`src/sbs_params.svh`:
```
`ifndef SBS_PARAMS_SVH
`define SBS_PARAMS_SVH

// ----------------------------------------------------------------
// clock and timing
// ----------------------------------------------------------------
`define SBS_CLK_HZ 100000000
`define SBS_TICK_MS 10
`define SBS_ABS_DELAY_MS 100
`define SBS_ABS_SETTLE_MS 25
`define SBS_CNT_W 24

// ----------------------------------------------------------------
// register byte offsets
// ----------------------------------------------------------------
`define SBS_OFS_CFG 6'h00
`define SBS_OFS_THR 6'h04
`define SBS_OFS_WAIT 6'h08
`define SBS_OFS_MAXRPM 6'h0c
`define SBS_OFS_STATUS 6'h10
`define SBS_OFS_IRQ_STAT 6'h14
`define SBS_OFS_IRQ_MASK 6'h18
`define SBS_OFS_MTURN 6'h1c

// ----------------------------------------------------------------
// fields and reset values
// ----------------------------------------------------------------
`define SBS_CFG_STOP_BIT 0
`define SBS_CFG_BK_LSB 4
`define SBS_CFG_TG_LSB 8
`define SBS_CFG_RST 32'h0000_0000
`define SBS_THR_RST 13'h0064
`define SBS_THR_MAX 13'h1770
`define SBS_WAIT_RST 7'h32
`define SBS_WAIT_MIN 7'h0a
`define SBS_WAIT_MAX 7'h64
`define SBS_MAXRPM_DEF 16'h1388
`define SBS_ROTATION_DETECT_OUTPUT_RPM 16'h0014
`define SBS_N_TERM 6
`define SBS_N_IRQ 4
`define SBS_IRQ_BRAKE 0
`define SBS_IRQ_ALARM 1
`define SBS_IRQ_ABS 2
`define SBS_IRQ_WRAP 3

`endif

```
`src/sbs_pkg.sv`:
```
`include "sbs_params.svh"
`default_nettype none

package sbs_pkg;

    // ----------------------------------------------------------------
    // brake and stop sequencing states
    // ----------------------------------------------------------------
    typedef enum logic [1:0] {
        SBS_BRK_RUN  = 2'b00,
        SBS_BRK_STOP = 2'b01,
        SBS_BRK_HELD = 2'b10
    } sbs_brk_st_t;

    // absolute data request sequencing states
    typedef enum logic [1:0] {
        SBS_ABS_IDLE   = 2'b00,
        SBS_ABS_DELAY  = 2'b01,
        SBS_ABS_SERIAL = 2'b10
    } sbs_abs_st_t;

    typedef struct packed {
        logic [2:0] sync;
        sbs_abs_st_t st;
        logic got_byte;
        logic [`SBS_CNT_W-1:0] cnt;
        logic start;
        logic done;
    } sbs_abs_state_t;

    typedef struct packed {
        logic [1:0] sv_sync;
        logic [1:0] mp_sync;
        logic [1:0] cp_sync;
        sbs_brk_st_t brk_st;
        logic [`SBS_CNT_W-1:0] tick_cnt;
        logic [6:0] wait_ticks;
        logic brake;
        logic energize;
        logic decel;
        logic rotation_detect_output;
        logic [`SBS_N_TERM-1:0] out_term;
        logic [15:0] mturn;
        logic [31:0] cfg;
        logic [12:0] thr;
        logic [6:0] wait_time;
        logic [15:0] max_rpm;
        logic [`SBS_N_IRQ-1:0] irq_stat;
        logic [`SBS_N_IRQ-1:0] irq_mask;
        logic ack;
        logic [31:0] rdata;
        logic irq;
    } sbs_core_state_t;

endpackage

`default_nettype wire

```
`src/sbs_abs_if.sv`:
```
`default_nettype none

interface sbs_abs_if;
    logic req_pin;
    logic ser_byte;
    logic start;
    logic wait_serial;
    logic busy;
    logic done;

    modport seq (
        input req_pin,
        input ser_byte,
        output start,
        output wait_serial,
        output busy,
        output done
    );

    modport core (
        output req_pin,
        output ser_byte,
        input start,
        input wait_serial,
        input busy,
        input done
    );
endinterface

`default_nettype wire

```
`src/sbs_abs_seq.sv`:
```
`include "sbs_params.svh"
`default_nettype none

module sbs_abs_seq #(
    parameter int unsigned DELAY_CYC = 10000000,
    parameter int unsigned SETTLE_CYC = 2500000
) (
    input wire logic core_clk_i,
    input wire logic sys_rst_i,
    sbs_abs_if.seq bus
);

    sbs_pkg::sbs_abs_state_t s_reg;
    sbs_pkg::sbs_abs_state_t s_next;
    logic rise;

    // ----------------------------------------------------------------
    // request pin sync and sequence
    // ----------------------------------------------------------------
    // edge taken from stages two and three only
    assign rise = s_reg.sync[1] & ~s_reg.sync[2];

    always_comb begin
        s_next = s_reg;
        s_next.sync = {s_reg.sync[1:0], bus.req_pin};
        s_next.start = 1'b0;
        s_next.done = 1'b0;
        case (s_reg.st)
            sbs_pkg::SBS_ABS_IDLE: begin
                s_next.cnt = '0;
            end
            sbs_pkg::SBS_ABS_DELAY: begin
                s_next.cnt = s_reg.cnt + `SBS_CNT_W'(1);
                if (s_reg.cnt == `SBS_CNT_W'(DELAY_CYC - 1)) begin
                    s_next.st = sbs_pkg::SBS_ABS_SERIAL;
                    s_next.cnt = '0;
                    s_next.got_byte = 1'b0;
                    s_next.start = 1'b1;
                end
            end
            sbs_pkg::SBS_ABS_SERIAL: begin
                // settle window restarts on every byte
                if (bus.ser_byte) begin
                    s_next.got_byte = 1'b1;
                    s_next.cnt = '0;
                end else if (s_reg.got_byte) begin
                    s_next.cnt = s_reg.cnt + `SBS_CNT_W'(1);
                    if (s_reg.cnt == `SBS_CNT_W'(SETTLE_CYC - 1)) begin
                        s_next.st = sbs_pkg::SBS_ABS_IDLE;
                        s_next.done = 1'b1;
                    end
                end
            end
            default: begin
                s_next.st = sbs_pkg::SBS_ABS_IDLE;
            end
        endcase
        // every low-to-high edge restarts the output, even mid-sequence
        if (rise) begin
            s_next.st = sbs_pkg::SBS_ABS_DELAY;
            s_next.cnt = '0;
            s_next.start = 1'b0;
            s_next.done = 1'b0;
        end
    end

    always_ff @(posedge core_clk_i) begin
        if (sys_rst_i) begin
            s_reg <= '0;
        end else begin
            s_reg <= s_next;
        end
    end

    assign bus.start = s_reg.start;
    assign bus.done = s_reg.done;
    assign bus.wait_serial = (s_reg.st == sbs_pkg::SBS_ABS_SERIAL);
    assign bus.busy = (s_reg.st != sbs_pkg::SBS_ABS_IDLE);

endmodule

`default_nettype wire

```
`src/sbs_core.sv`:
```
`include "sbs_params.svh"
`default_nettype none

module sbs_core #(
    parameter int unsigned TICK_CYC = `SBS_TICK_MS * (`SBS_CLK_HZ / 1000),
    parameter int unsigned ABS_DELAY_CYC = `SBS_ABS_DELAY_MS * (`SBS_CLK_HZ / 1000),
    parameter int unsigned ABS_SETTLE_CYC = `SBS_ABS_SETTLE_MS * (`SBS_CLK_HZ / 1000),
    parameter logic [15:0] MOTOR_MAX_RPM = `SBS_MAXRPM_DEF
) (
    input wire logic core_clk_i,
    input wire logic sys_rst_i,
    // avalon-mm slave
    input wire logic [5:0] avs_address_i,
    input wire logic avs_read_i,
    input wire logic avs_write_i,
    input wire logic [31:0] avs_writedata_i,
    input wire logic [3:0] avs_byteenable_i,
    output logic [31:0] avs_readdata_o,
    output logic avs_waitrequest_o,
    output logic irq_o,
    // drive pins and internal drive logic
    input wire logic servo_on_i,
    input wire logic main_pwr_ok_i,
    input wire logic ctrl_pwr_ok_i,
    input wire logic alarm_i,
    input wire logic signed [15:0] motor_speed_i,
    input wire logic turn_inc_i,
    input wire logic turn_dec_i,
    input wire logic axis_a_absolute_request_i,
    input wire logic axis_b_absolute_request_i,
    input wire logic [1:0] abs_byte_sent_i,
    output logic holding_brake_output_o,
    output logic rotation_detect_output_o,
    output logic [`SBS_N_TERM-1:0] out_term_o,
    output logic motor_energize_o,
    output logic decel_stop_o,
    output logic panel_off_o,
    output logic [15:0] multi_turn_o,
    output logic [1:0] abs_start_o,
    output logic [1:0] abs_wait_serial_o
);

    // ----------------------------------------------------------------
    // functions
    // ----------------------------------------------------------------
    // speed magnitude; -32768 fits as unsigned 32768
    function automatic logic [15:0] sbs_mag(input logic signed [15:0] v);
        logic [15:0] r;
        r = v[15] ? 16'(-v) : 16'(v);
        return r;
    endfunction

    // one-hot decode of a terminal map field, 0 means unmapped
    function automatic logic [`SBS_N_TERM-1:0] sbs_term_sel(input logic [2:0] f);
        logic [`SBS_N_TERM-1:0] r;
        r = '0;
        for (int i = 0; i < `SBS_N_TERM; i++) begin
            if (f == 3'(i + 1)) begin
                r[i] = 1'b1;
            end
        end
        return r;
    endfunction

    // byte-lane merge of a write into a stored word
    function automatic logic [31:0] sbs_merge(input logic [31:0] old_v,
                                              input logic [31:0] new_v,
                                              input logic [3:0] be);
        logic [31:0] r;
        r = old_v;
        for (int i = 0; i < 4; i++) begin
            if (be[i]) begin
                r[i*8 +: 8] = new_v[i*8 +: 8];
            end
        end
        return r;
    endfunction

    // ----------------------------------------------------------------
    // absolute data request sequencers, one per axis
    // ----------------------------------------------------------------
    logic [1:0] req_pins;
    logic [1:0] ax_busy;
    logic [1:0] ax_done;
    logic [1:0] ax_start;
    logic [1:0] ax_wait;

    assign req_pins = {axis_b_absolute_request_i, axis_a_absolute_request_i};

    genvar g;
    generate
        for (g = 0; g < 2; g++) begin : gen_axis
            sbs_abs_if ax_if ();
            assign ax_if.req_pin = req_pins[g];
            assign ax_if.ser_byte = abs_byte_sent_i[g];
            assign ax_busy[g] = ax_if.busy;
            assign ax_done[g] = ax_if.done;
            assign ax_start[g] = ax_if.start;
            assign ax_wait[g] = ax_if.wait_serial;
            sbs_abs_seq #(
                .DELAY_CYC(ABS_DELAY_CYC),
                .SETTLE_CYC(ABS_SETTLE_CYC)
            ) u_seq (
                .core_clk_i(core_clk_i),
                .sys_rst_i(sys_rst_i),
                .bus(ax_if.seq)
            );
        end
    endgenerate

    // ----------------------------------------------------------------
    // state
    // ----------------------------------------------------------------
    sbs_pkg::sbs_core_state_t s_reg;
    sbs_pkg::sbs_core_state_t s_next;

    logic req;
    logic wr_take;
    logic rd_load;
    logic [15:0] spd_abs;
    logic [15:0] thr_lim;
    logic below;
    logic power_ok;
    logic eff_on;
    logic decel_sel;
    logic brake_n;
    logic rotation_detect_output_n;
    logic [31:0] wmerged;
    logic [31:0] rd_val;
    logic [`SBS_N_IRQ-1:0] ev;
    logic [`SBS_N_TERM-1:0] bk_sel;
    logic [`SBS_N_TERM-1:0] tg_sel;

    // ----------------------------------------------------------------
    // bus handshake: one wait cycle, then answer
    // ----------------------------------------------------------------
    assign req = avs_read_i | avs_write_i;
    assign avs_waitrequest_o = req & ~s_reg.ack;
    assign wr_take = avs_write_i & s_reg.ack;
    assign rd_load = avs_read_i & ~s_reg.ack;

    // ----------------------------------------------------------------
    // speed compare and stop cause
    // ----------------------------------------------------------------
    assign spd_abs = sbs_mag(motor_speed_i);
    // clamp so an oversized threshold behaves as the motor limit
    assign thr_lim = ({3'h0, s_reg.thr} > s_reg.max_rpm) ? s_reg.max_rpm
                                                         : {3'h0, s_reg.thr};
    assign below = spd_abs < thr_lim;
    assign power_ok = s_reg.mp_sync[1] & s_reg.cp_sync[1];
    // absolute output in progress blocks energizing regardless of servo on
    assign eff_on = s_reg.sv_sync[1] & power_ok & ~alarm_i & ~(|ax_busy);

    // alarm beats power loss, power loss beats the configured method
    always_comb begin
        if (alarm_i) begin
            decel_sel = 1'b0;
        end else if (!power_ok) begin
            decel_sel = 1'b1;
        end else begin
            decel_sel = ~s_reg.cfg[`SBS_CFG_STOP_BIT];
        end
    end

    // ----------------------------------------------------------------
    // output terminal mapping
    // ----------------------------------------------------------------
    assign bk_sel = sbs_term_sel(s_reg.cfg[`SBS_CFG_BK_LSB +: 3]);
    assign tg_sel = sbs_term_sel(s_reg.cfg[`SBS_CFG_TG_LSB +: 3]);
    assign rotation_detect_output_n = spd_abs >= `SBS_ROTATION_DETECT_OUTPUT_RPM;

    // ----------------------------------------------------------------
    // register read mux
    // ----------------------------------------------------------------
    always_comb begin
        rd_val = 32'h0000_0000;
        case (avs_address_i)
            `SBS_OFS_CFG: rd_val = s_reg.cfg;
            `SBS_OFS_THR: rd_val = {19'h0, s_reg.thr};
            `SBS_OFS_WAIT: rd_val = {25'h0, s_reg.wait_time};
            `SBS_OFS_MAXRPM: rd_val = {16'h0, s_reg.max_rpm};
            `SBS_OFS_STATUS: rd_val = {24'h0, ax_busy, s_reg.brk_st, s_reg.rotation_detect_output,
                                       s_reg.decel, s_reg.energize, s_reg.brake};
            `SBS_OFS_IRQ_STAT: rd_val = {28'h0, s_reg.irq_stat};
            `SBS_OFS_IRQ_MASK: rd_val = {28'h0, s_reg.irq_mask};
            `SBS_OFS_MTURN: rd_val = {16'h0, s_reg.mturn};
            default: rd_val = 32'h0000_0000;
        endcase
    end

    assign wmerged = sbs_merge(32'h0000_0000, avs_writedata_i, avs_byteenable_i);

    // ----------------------------------------------------------------
    // next state
    // ----------------------------------------------------------------
    always_comb begin
        s_next = s_reg;
        brake_n = s_reg.brake;
        ev = '0;
        // servo-on and power-good pins pass two stages before use
        s_next.sv_sync = {s_reg.sv_sync[0], servo_on_i};
        s_next.mp_sync = {s_reg.mp_sync[0], main_pwr_ok_i};
        s_next.cp_sync = {s_reg.cp_sync[0], ctrl_pwr_ok_i};

        // brake sequencing
        case (s_reg.brk_st)
            sbs_pkg::SBS_BRK_RUN: begin
                brake_n = 1'b0;
                s_next.tick_cnt = '0;
                s_next.wait_ticks = '0;
                if (!eff_on) begin
                    ev[`SBS_IRQ_ALARM] = alarm_i;
                    // a stop that is already slow engages at once
                    if (below) begin
                        s_next.brk_st = sbs_pkg::SBS_BRK_HELD;
                        brake_n = 1'b1;
                    end else begin
                        s_next.brk_st = sbs_pkg::SBS_BRK_STOP;
                    end
                end
            end
            sbs_pkg::SBS_BRK_STOP: begin
                s_next.tick_cnt = s_reg.tick_cnt + `SBS_CNT_W'(1);
                if (s_reg.tick_cnt == `SBS_CNT_W'(TICK_CYC - 1)) begin
                    s_next.tick_cnt = '0;
                    s_next.wait_ticks = s_reg.wait_ticks + 7'h01;
                end
                if (eff_on) begin
                    s_next.brk_st = sbs_pkg::SBS_BRK_RUN;
                    s_next.tick_cnt = '0;
                    s_next.wait_ticks = '0;
                end else if (below || (s_reg.wait_ticks >= s_reg.wait_time)) begin
                    s_next.brk_st = sbs_pkg::SBS_BRK_HELD;
                    brake_n = 1'b1;
                end
            end
            sbs_pkg::SBS_BRK_HELD: begin
                brake_n = 1'b1;
                if (eff_on) begin
                    s_next.brk_st = sbs_pkg::SBS_BRK_RUN;
                    brake_n = 1'b0;
                end
            end
            default: begin
                s_next.brk_st = sbs_pkg::SBS_BRK_HELD;
                brake_n = 1'b1;
            end
        endcase
        s_next.brake = brake_n;
        s_next.energize = (s_next.brk_st == sbs_pkg::SBS_BRK_RUN);
        // stop torque only while still turning; de-energized once stopped
        s_next.decel = (s_next.brk_st != sbs_pkg::SBS_BRK_RUN) & decel_sel
                       & (spd_abs != 16'h0000);
        s_next.rotation_detect_output = rotation_detect_output_n;
        // several functions on one terminal are ORed
        s_next.out_term = (bk_sel & {`SBS_N_TERM{brake_n}})
                        | (tg_sel & {`SBS_N_TERM{rotation_detect_output_n}});

        // multi-turn count, natural two's complement wrap
        if (turn_inc_i && !turn_dec_i) begin
            s_next.mturn = s_reg.mturn + 16'h0001;
            ev[`SBS_IRQ_WRAP] = (s_reg.mturn == 16'h7fff);
        end else if (turn_dec_i && !turn_inc_i) begin
            s_next.mturn = s_reg.mturn - 16'h0001;
            ev[`SBS_IRQ_WRAP] = (s_reg.mturn == 16'h8000);
        end

        ev[`SBS_IRQ_BRAKE] = brake_n & ~s_reg.brake;
        ev[`SBS_IRQ_ABS] = |ax_done;

        // bus access
        s_next.ack = req & ~s_reg.ack;
        if (rd_load) begin
            s_next.rdata = rd_val;
        end
        if (wr_take) begin
            case (avs_address_i)
                `SBS_OFS_CFG: begin
                    s_next.cfg = sbs_merge(s_reg.cfg, avs_writedata_i, avs_byteenable_i);
                end
                `SBS_OFS_THR: begin
                    // out-of-range writes clamp to the top of range
                    if (wmerged > {19'h0, `SBS_THR_MAX}) begin
                        s_next.thr = `SBS_THR_MAX;
                    end else begin
                        s_next.thr = wmerged[12:0];
                    end
                end
                `SBS_OFS_WAIT: begin
                    if (wmerged < {25'h0, `SBS_WAIT_MIN}) begin
                        s_next.wait_time = `SBS_WAIT_MIN;
                    end else if (wmerged > {25'h0, `SBS_WAIT_MAX}) begin
                        s_next.wait_time = `SBS_WAIT_MAX;
                    end else begin
                        s_next.wait_time = wmerged[6:0];
                    end
                end
                `SBS_OFS_MAXRPM: begin
                    // lanes merge into the stored limit; the upper half is dropped
                    s_next.max_rpm = 16'(sbs_merge({16'h0, s_reg.max_rpm}, avs_writedata_i,
                                                   avs_byteenable_i));
                end
                `SBS_OFS_IRQ_MASK: begin
                    s_next.irq_mask = wmerged[`SBS_N_IRQ-1:0];
                end
                default: begin
                end
            endcase
        end

        // sticky events: a new event wins over a write-one clear
        if (wr_take && (avs_address_i == `SBS_OFS_IRQ_STAT)) begin
            s_next.irq_stat = (s_reg.irq_stat & ~wmerged[`SBS_N_IRQ-1:0]) | ev;
        end else begin
            s_next.irq_stat = s_reg.irq_stat | ev;
        end
        s_next.irq = |(s_next.irq_stat & s_next.irq_mask);
    end

    // ----------------------------------------------------------------
    // state register
    // ----------------------------------------------------------------
    always_ff @(posedge core_clk_i) begin
        if (sys_rst_i) begin
            s_reg <= '0;
            s_reg.brk_st <= sbs_pkg::SBS_BRK_HELD;
            s_reg.brake <= 1'b1;
            s_reg.cfg <= `SBS_CFG_RST;
            s_reg.thr <= `SBS_THR_RST;
            s_reg.wait_time <= `SBS_WAIT_RST;
            s_reg.max_rpm <= MOTOR_MAX_RPM;
        end else begin
            s_reg <= s_next;
        end
    end

    // ----------------------------------------------------------------
    // outputs
    // ----------------------------------------------------------------
    assign avs_readdata_o = s_reg.rdata;
    assign irq_o = s_reg.irq;
    assign holding_brake_output_o = s_reg.brake;
    assign rotation_detect_output_o = s_reg.rotation_detect_output;
    assign out_term_o = s_reg.out_term;
    assign motor_energize_o = s_reg.energize;
    assign decel_stop_o = s_reg.decel;
    assign panel_off_o = ~s_reg.energize;
    assign multi_turn_o = s_reg.mturn;
    assign abs_start_o = ax_start;
    assign abs_wait_serial_o = ax_wait;

endmodule

`default_nettype wire

```
`config.mk`:
```
export PLATFORM = sky130hd
export DESIGN_NAME = sbs_core
export DESIGN_NICKNAME = d
export VERILOG_FILES = /design/src/sbs_pkg.sv /design/src/sbs_abs_if.sv /design/src/sbs_abs_seq.sv /design/src/sbs_core.sv
export VERILOG_INCLUDE_DIRS = /design/src
export SDC_FILE = /design/constraint.sdc
export NUM_CORES = 1
export LEC_CHECK = 0
export ABC_AREA = 0
export BUFFER_PORTS_ARGS = -buffer_cell sky130_fd_sc_hd__clkbuf_2
export CAP_MARGIN = 20
export CORE_AREA = 2 2 111 220
export CTS_CLUSTER_SIZE = 24
export DETAILED_ROUTE_END_ITERATION = 6
export DIE_AREA = 0 0 113 222
export HOLD_SLACK_MARGIN = 0.15
export PLACE_DENSITY_LB_ADDON = 0.05
export SKIP_LAST_GASP = 1
export SYNTH_ARGS = -nofsm -noshare
export SYNTH_HDL_FRONTEND = slang
export SYNTH_SLANG_ARGS = --single-unit
```
`constraint.sdc`:
```
create_clock -name core_clk_i -period 6.5 [get_ports core_clk_i]
set_clock_uncertainty 0.1 [all_clocks]
set_input_delay 1.3 -clock core_clk_i [delete_from_list [all_inputs] [get_ports core_clk_i]]
set_output_delay 1.3 -clock core_clk_i [all_outputs]
set_load 0.1 [all_outputs]
```
* Word level (Yosys, flattened, before mapping)
Cells that the tools add are included.
** Word-level totals
- Register bits after elaboration :: 239
- Input bits :: 72
** Cells by class
- Bitwise logic cells :: 37
- Eq/ne operators :: 55
- $lt $le $gt $ge :: 7
- Multiplexer cells :: 72
- $add $sub $neg :: 7
- Reductions and logical operators :: 47
** Operators by type and width (count)
- $pmux W32 S8 :: 1
- $pmux W24 S3 :: 2
- $mux W24 :: 4
- $add A24 B1 Y24 const B :: 3
- $mux W16 :: 4
- $mux W31 :: 2
- $pmux W31 S2 :: 1
- $mux W28 :: 2
- $eq A24 B22 Y1 const B :: 2
- $eq A24 B24 Y1 const B :: 2
- $gt A32 B13 Y1 const B :: 1
- $gt A32 B7 Y1 const B :: 1
- $lt A32 B4 Y1 const B :: 1
- $mux W8 :: 4
- $mux W1 :: 29
- $eq A24 B20 Y1 const B :: 1
- $eq A6 B5 Y1 const B :: 4
- $reduce_and A3 Y1 :: 8
- $mux W2 :: 11
- $reduce_and A5 Y1 :: 4
- $eq A3 B3 Y1 const B :: 6
- $ne A3 B1 Y1 const B :: 6
- $pmux W2 S3 :: 3
- $add A16 B1 Y16 const B :: 1
- other kinds (45) :: 122

* Longest topological paths before layout
- Word-level depth :: 12
- Mapped depth :: 18

* Modules after synthesis
Synthesis repeated with hierarchy kept, for this count alone.
** Second synthesis, totals
- Cells, all modules :: 1620
- Area total of the unflattened synthesis :: 13386.6 sq um
** Modules (own cells, without submodules)
- sbs_core :: times used 1, cells each 1234, seq. area each 3503.4 sq um, area each 9960.8 sq um
- sbs_abs_seq :: times used 2, cells each 193, seq. area each 640.6 sq um, area each 1712.9 sq um

* Least setup slack after synthesis
Ideal clock, no wire load.
- Path kind :: input to register
- Start point :: in motor_speed_i[1]
- End point :: reg s_reg (netlist bit out_term_o[0])
- Data arrival time :: 4.303 ns
- Path slack :: 2.009 ns
- Setup time :: 0.088 ns
- Stages on the path :: 14
- Path buffers :: 0
- Cells stage by stage :: inv_1 -> ha_1 -> or4b_1 -> or4_1 -> nand2_1 -> xnor2_1 -> ha_1 -> a21o_1 -> a211oi_1 -> o21a_1 -> o221ai_1 -> a21oi_1 -> nand2_1 -> o31ai_1
** Between the ends
- Longest elaborated chain between the ends :: 9
- Elaborated cells on any way between the ends :: 13
- Those cells by class :: 1 x add/sub; 2 x order compare; 6 x mux; 3 x bitwise; 1 x reduce/logical
** RTL lines
- from (decl) :: line sbs_core.sv:26 : input wire logic signed [15:0] motor_speed_i,
- $neg A16 Y16 :: line sbs_core.sv:49 : r = v[15] ? 16'(-v) : 16'(v);
- $mux W16 (*) :: line sbs_core.sv:49
- $lt A16 B16 Y1 :: line sbs_core.sv:149 : assign below = spd_abs < thr_lim;
- $logic_or A1 B1 Y1 :: line sbs_core.sv:232 : end else if (below || (s_reg.wait_ticks >= s_reg.wait_time)) begin
- $mux W1 :: line sbs_core.sv:232
- $mux W1 :: line sbs_core.sv:228 : if (eff_on) begin
- $pmux W1 S3 :: line sbs_core.sv:206 : case (s_reg.brk_st)
- $and A6 B6 Y6 :: line sbs_core.sv:256 : s_next.out_term = (bk_sel & {`SBS_N_TERM{brake_n}})
- $or A6 B6 Y6 (*) :: line sbs_core.sv:256
- to (signal assigned) :: line sbs_core.sv:333 : s_reg <= s_next;
- to (decl) :: line sbs_core.sv:114 : sbs_pkg::sbs_core_state_t s_reg;
Every way passes the cells marked *; elsewhere a longest branch is shown, timed or not.
A chain may end at the register's enable or synchronous reset.

* Worst setup path after layout
- Start point :: in motor_speed_i[0]
- End point :: reg s_reg (netlist bit out_term_o[0])
The elaborated chain is that of the path after synthesis.

==> qor.yml <==
status: "finished, violations left"
violations: "DRC"
yosysWarnings: 0
clock_sinks: 239
coreArea_mm2: 0.02333
cp-start-kind: "input pin"
cp-end-kind: "flop"
worst_ir_drop_vdd_mv: 0.3725
hold_depth: 2
ff2ff_path_depth: 18
p_per_area_mw_per_mm2: 271.1
layout_setup_ws_ns: 1.849
drcViolationCount: 9
antenna_found_initial: 0
grt_usage_pct: 29.05
routed_via_density: 6.024
post_drt_wl_per_cell_um: 18.79
pre_cts_slack_ns: 1.346
fmax_mhz: 215.0
synth_area_mm2: 0.01329
setup_viol: 0
hold_buffers: 0
cp.required_ns: 6.84
clk_latency_ns: 0.53
final_max_slew_viol_count: 0
cts_tree: "done"
cts_made_buffers: 23
max-cap-violations: 0
cts_buffer_depth: 3
rsz0062_at_grt: "no"
yosysMostFrequentCell: "dfxtp_1"
arrival_ns: 5.00
placed_area_mm2: 0.01370
yosysSeqAreaShare_pct: 36.01
num_io_pins: 137
num_rows: 79
timing.max_slew.rel_slack_pct: 15.61
detailed_place_hpwl_mm: 28.43
synth_enable_flop_cells: 0
final_cells: 1989
dieArea_mm2: 0.02509
period_needed_ns: 4.651
root_buffer: "clkbuf_16"
crit_fanout: 6
yosys-top-cells-count: "dfxtp_1 (239), nor2_1 (191), nand2_1 (168)"
finalHoldViolCount: 0
synth_seq_cells: 239
tightest_slew_ns: 1.266
syn_to_final_growth_pct: 9.397
async_reset_ff_share_pct: 0
synth_top_area_cell: "dfxtp_1"
final_nets: 1826
syn_inst: 1649
path_clk_slew_ns: 0.07
die_y_um: 222
antenna_left: 0
fp.dieW_um: 113
vias: 11980
portBuffers: 136
place_congestion: 0.9579
finalCritPeriodShare_pct: 71.55
finalWirelength_mm: 37.36
postCtsSetupRepairBufs: 0
cts_max_level: 1
ys.flop_type: "dfxtp_1"
finalPower_mw: 3.941
netlist_top_cells_area: "dfxtp_1 (36%), ha_1 (5.9%), nor2_1 (5.4%), a21oi_1 (4.9%), nand2_1 (4.7%)"
largest_reg_flops: 113
final_area_mm2: 0.01454
first_global_vias: 11830
detailedRoute.firstIterationViolations: 668
synth_top_cell_area_share_pct: 36.01
layout-drive-gt1-share_pct: 12.31
leakage_nw: 5.755
antenna-diode-count: 0
grt_pass1_wl_mm: 59.12
grt_overflow_total: 0
syn-mean-instance-area_um2: 8.058
min_path_type: "flop to flop"
post_cts_resized: 0
path_class: "input pin to flop"
grt_max_degree: 62
tns_ns: 0
dr.pass1.iters: 7
ys_types: 80
initial_core_util_pct: 56.96
dp.cells: 1947
==> power by group <==
| part | switching (mW) | internal, mW | total, mW | leakage, nW |
|---|---|---|---|---|
| combinational | 0.627 | 0.264 | 0.892 | 3.42 |
| clock | 0.581 | 0.880 | 1.46 | 0.404 |
| sequential | 0.0802 | 1.51 | 1.59 | 1.93 |
| total | 1.29 | 2.65 | 3.94 | 5.75 |
==> worst paths after layout <==
| check | start | slack (ns) | to |
|---|---|---|---|
| min | avs_readdata_o[23]$_SDFFE_PP0P_ | 0.35 | avs_readdata_o[23]$_SDFFE_PP0P_ |
| min reg2reg | avs_readdata_o[23]$_SDFFE_PP0P_ | 0.35 | avs_readdata_o[23]$_SDFFE_PP0P_ |
| max reg2reg | s_reg[53]$_SDFFE_PP0P_ | 1.88 | out_term_o[0]$_SDFF_PP0_ |
| max | motor_speed_i[0] | 1.85 | out_term_o[0]$_SDFF_PP0_ |
==> metal layers <==
layer	track usage, %	part of all wire, %	vias to the layer above
li1	-	-	5886
met1	29.58	36	5658
met2	55.46	54	320
met3	2.925	4.0	118
met4	17.31	6.4	0
met5	0	0	-
==> metrics by stage <==
| stage | util, % | hold slack (ns) |
|---|---|---|
| after floorplan | - | 0.3138 |
| after detailed placement | 58.72 | 0.3363 |
| after CTS | 62.25 | 0.3535 |
| after global placement | 58.72 | 0.3277 |
| after global routing | 62.32 | 0.3660 |
| final | 62.32 | 0.3516 |
==> final cells by class <==
| class | count | area, um2 |
|---|---|---|
| fillers | 2155 | 8791 |
| clock buffers | 32 | 669.4 |
| inverters | 55 | 206.4 |
| well taps | 283 | 354.1 |
| repair buffers | 147 | 773.2 |
| flip-flops and latches | 239 | 4785 |
| multi-input cells | 1224 | 7594 |
| clock inverters | 9 | 155.1 |
==> critical path, cell delays in order <==
cell and delay (ns):
clkbuf_2 0.13, inv_1 0.09, ha_1 0.20, or4b_1 0.52
or4_1 0.49, nand2_1 0.12, xnor2_1 0.13, ha_1 0.26
a21o_1 0.17, a211oi_1 0.25, o21a_1 0.18, o221ai_1 0.19
a21oi_1 0.45, nand2_1 0.24, o31ai_1 0.29
==> cells by family after synthesis <==
kind of cell | after synthesis | share of synthesized area (%)
xor gates and xnor gates | 71 | 4.680
other | 1 | 0.02822
DFF | 239 | 36.01
AOI/OAI and AO/OA | 339 | 16.15
and+or+nand+nor | 684 | 25.14
muxes | 63 | 4.953
buffers and inverters | 188 | 6.959
adders and majority gates | 64 | 6.083
==> layout by cell type, fill, tap and decap left out, types with 14 or more instances in the layout <==
cell type    n
dfxtp_1    239
nor2_1     191
nand2_1    168
clkbuf_2   135
a21oi_1    131
nand3_1    100
ha_1        63
mux2i_1     59
o21ai_0     56
inv_1       55
xnor2_1     38
xor2_1      33
nor3_1      31
and3_1      31
nor4_1      25
nor2b_1     25
a211oi_1    23
clkbuf_16   23
nand4_1     21
or3_1       17
nand2b_1    16
a21o_1      14
a31oi_1     14
a22oi_1     14
(Power assumes the default switching activity.)
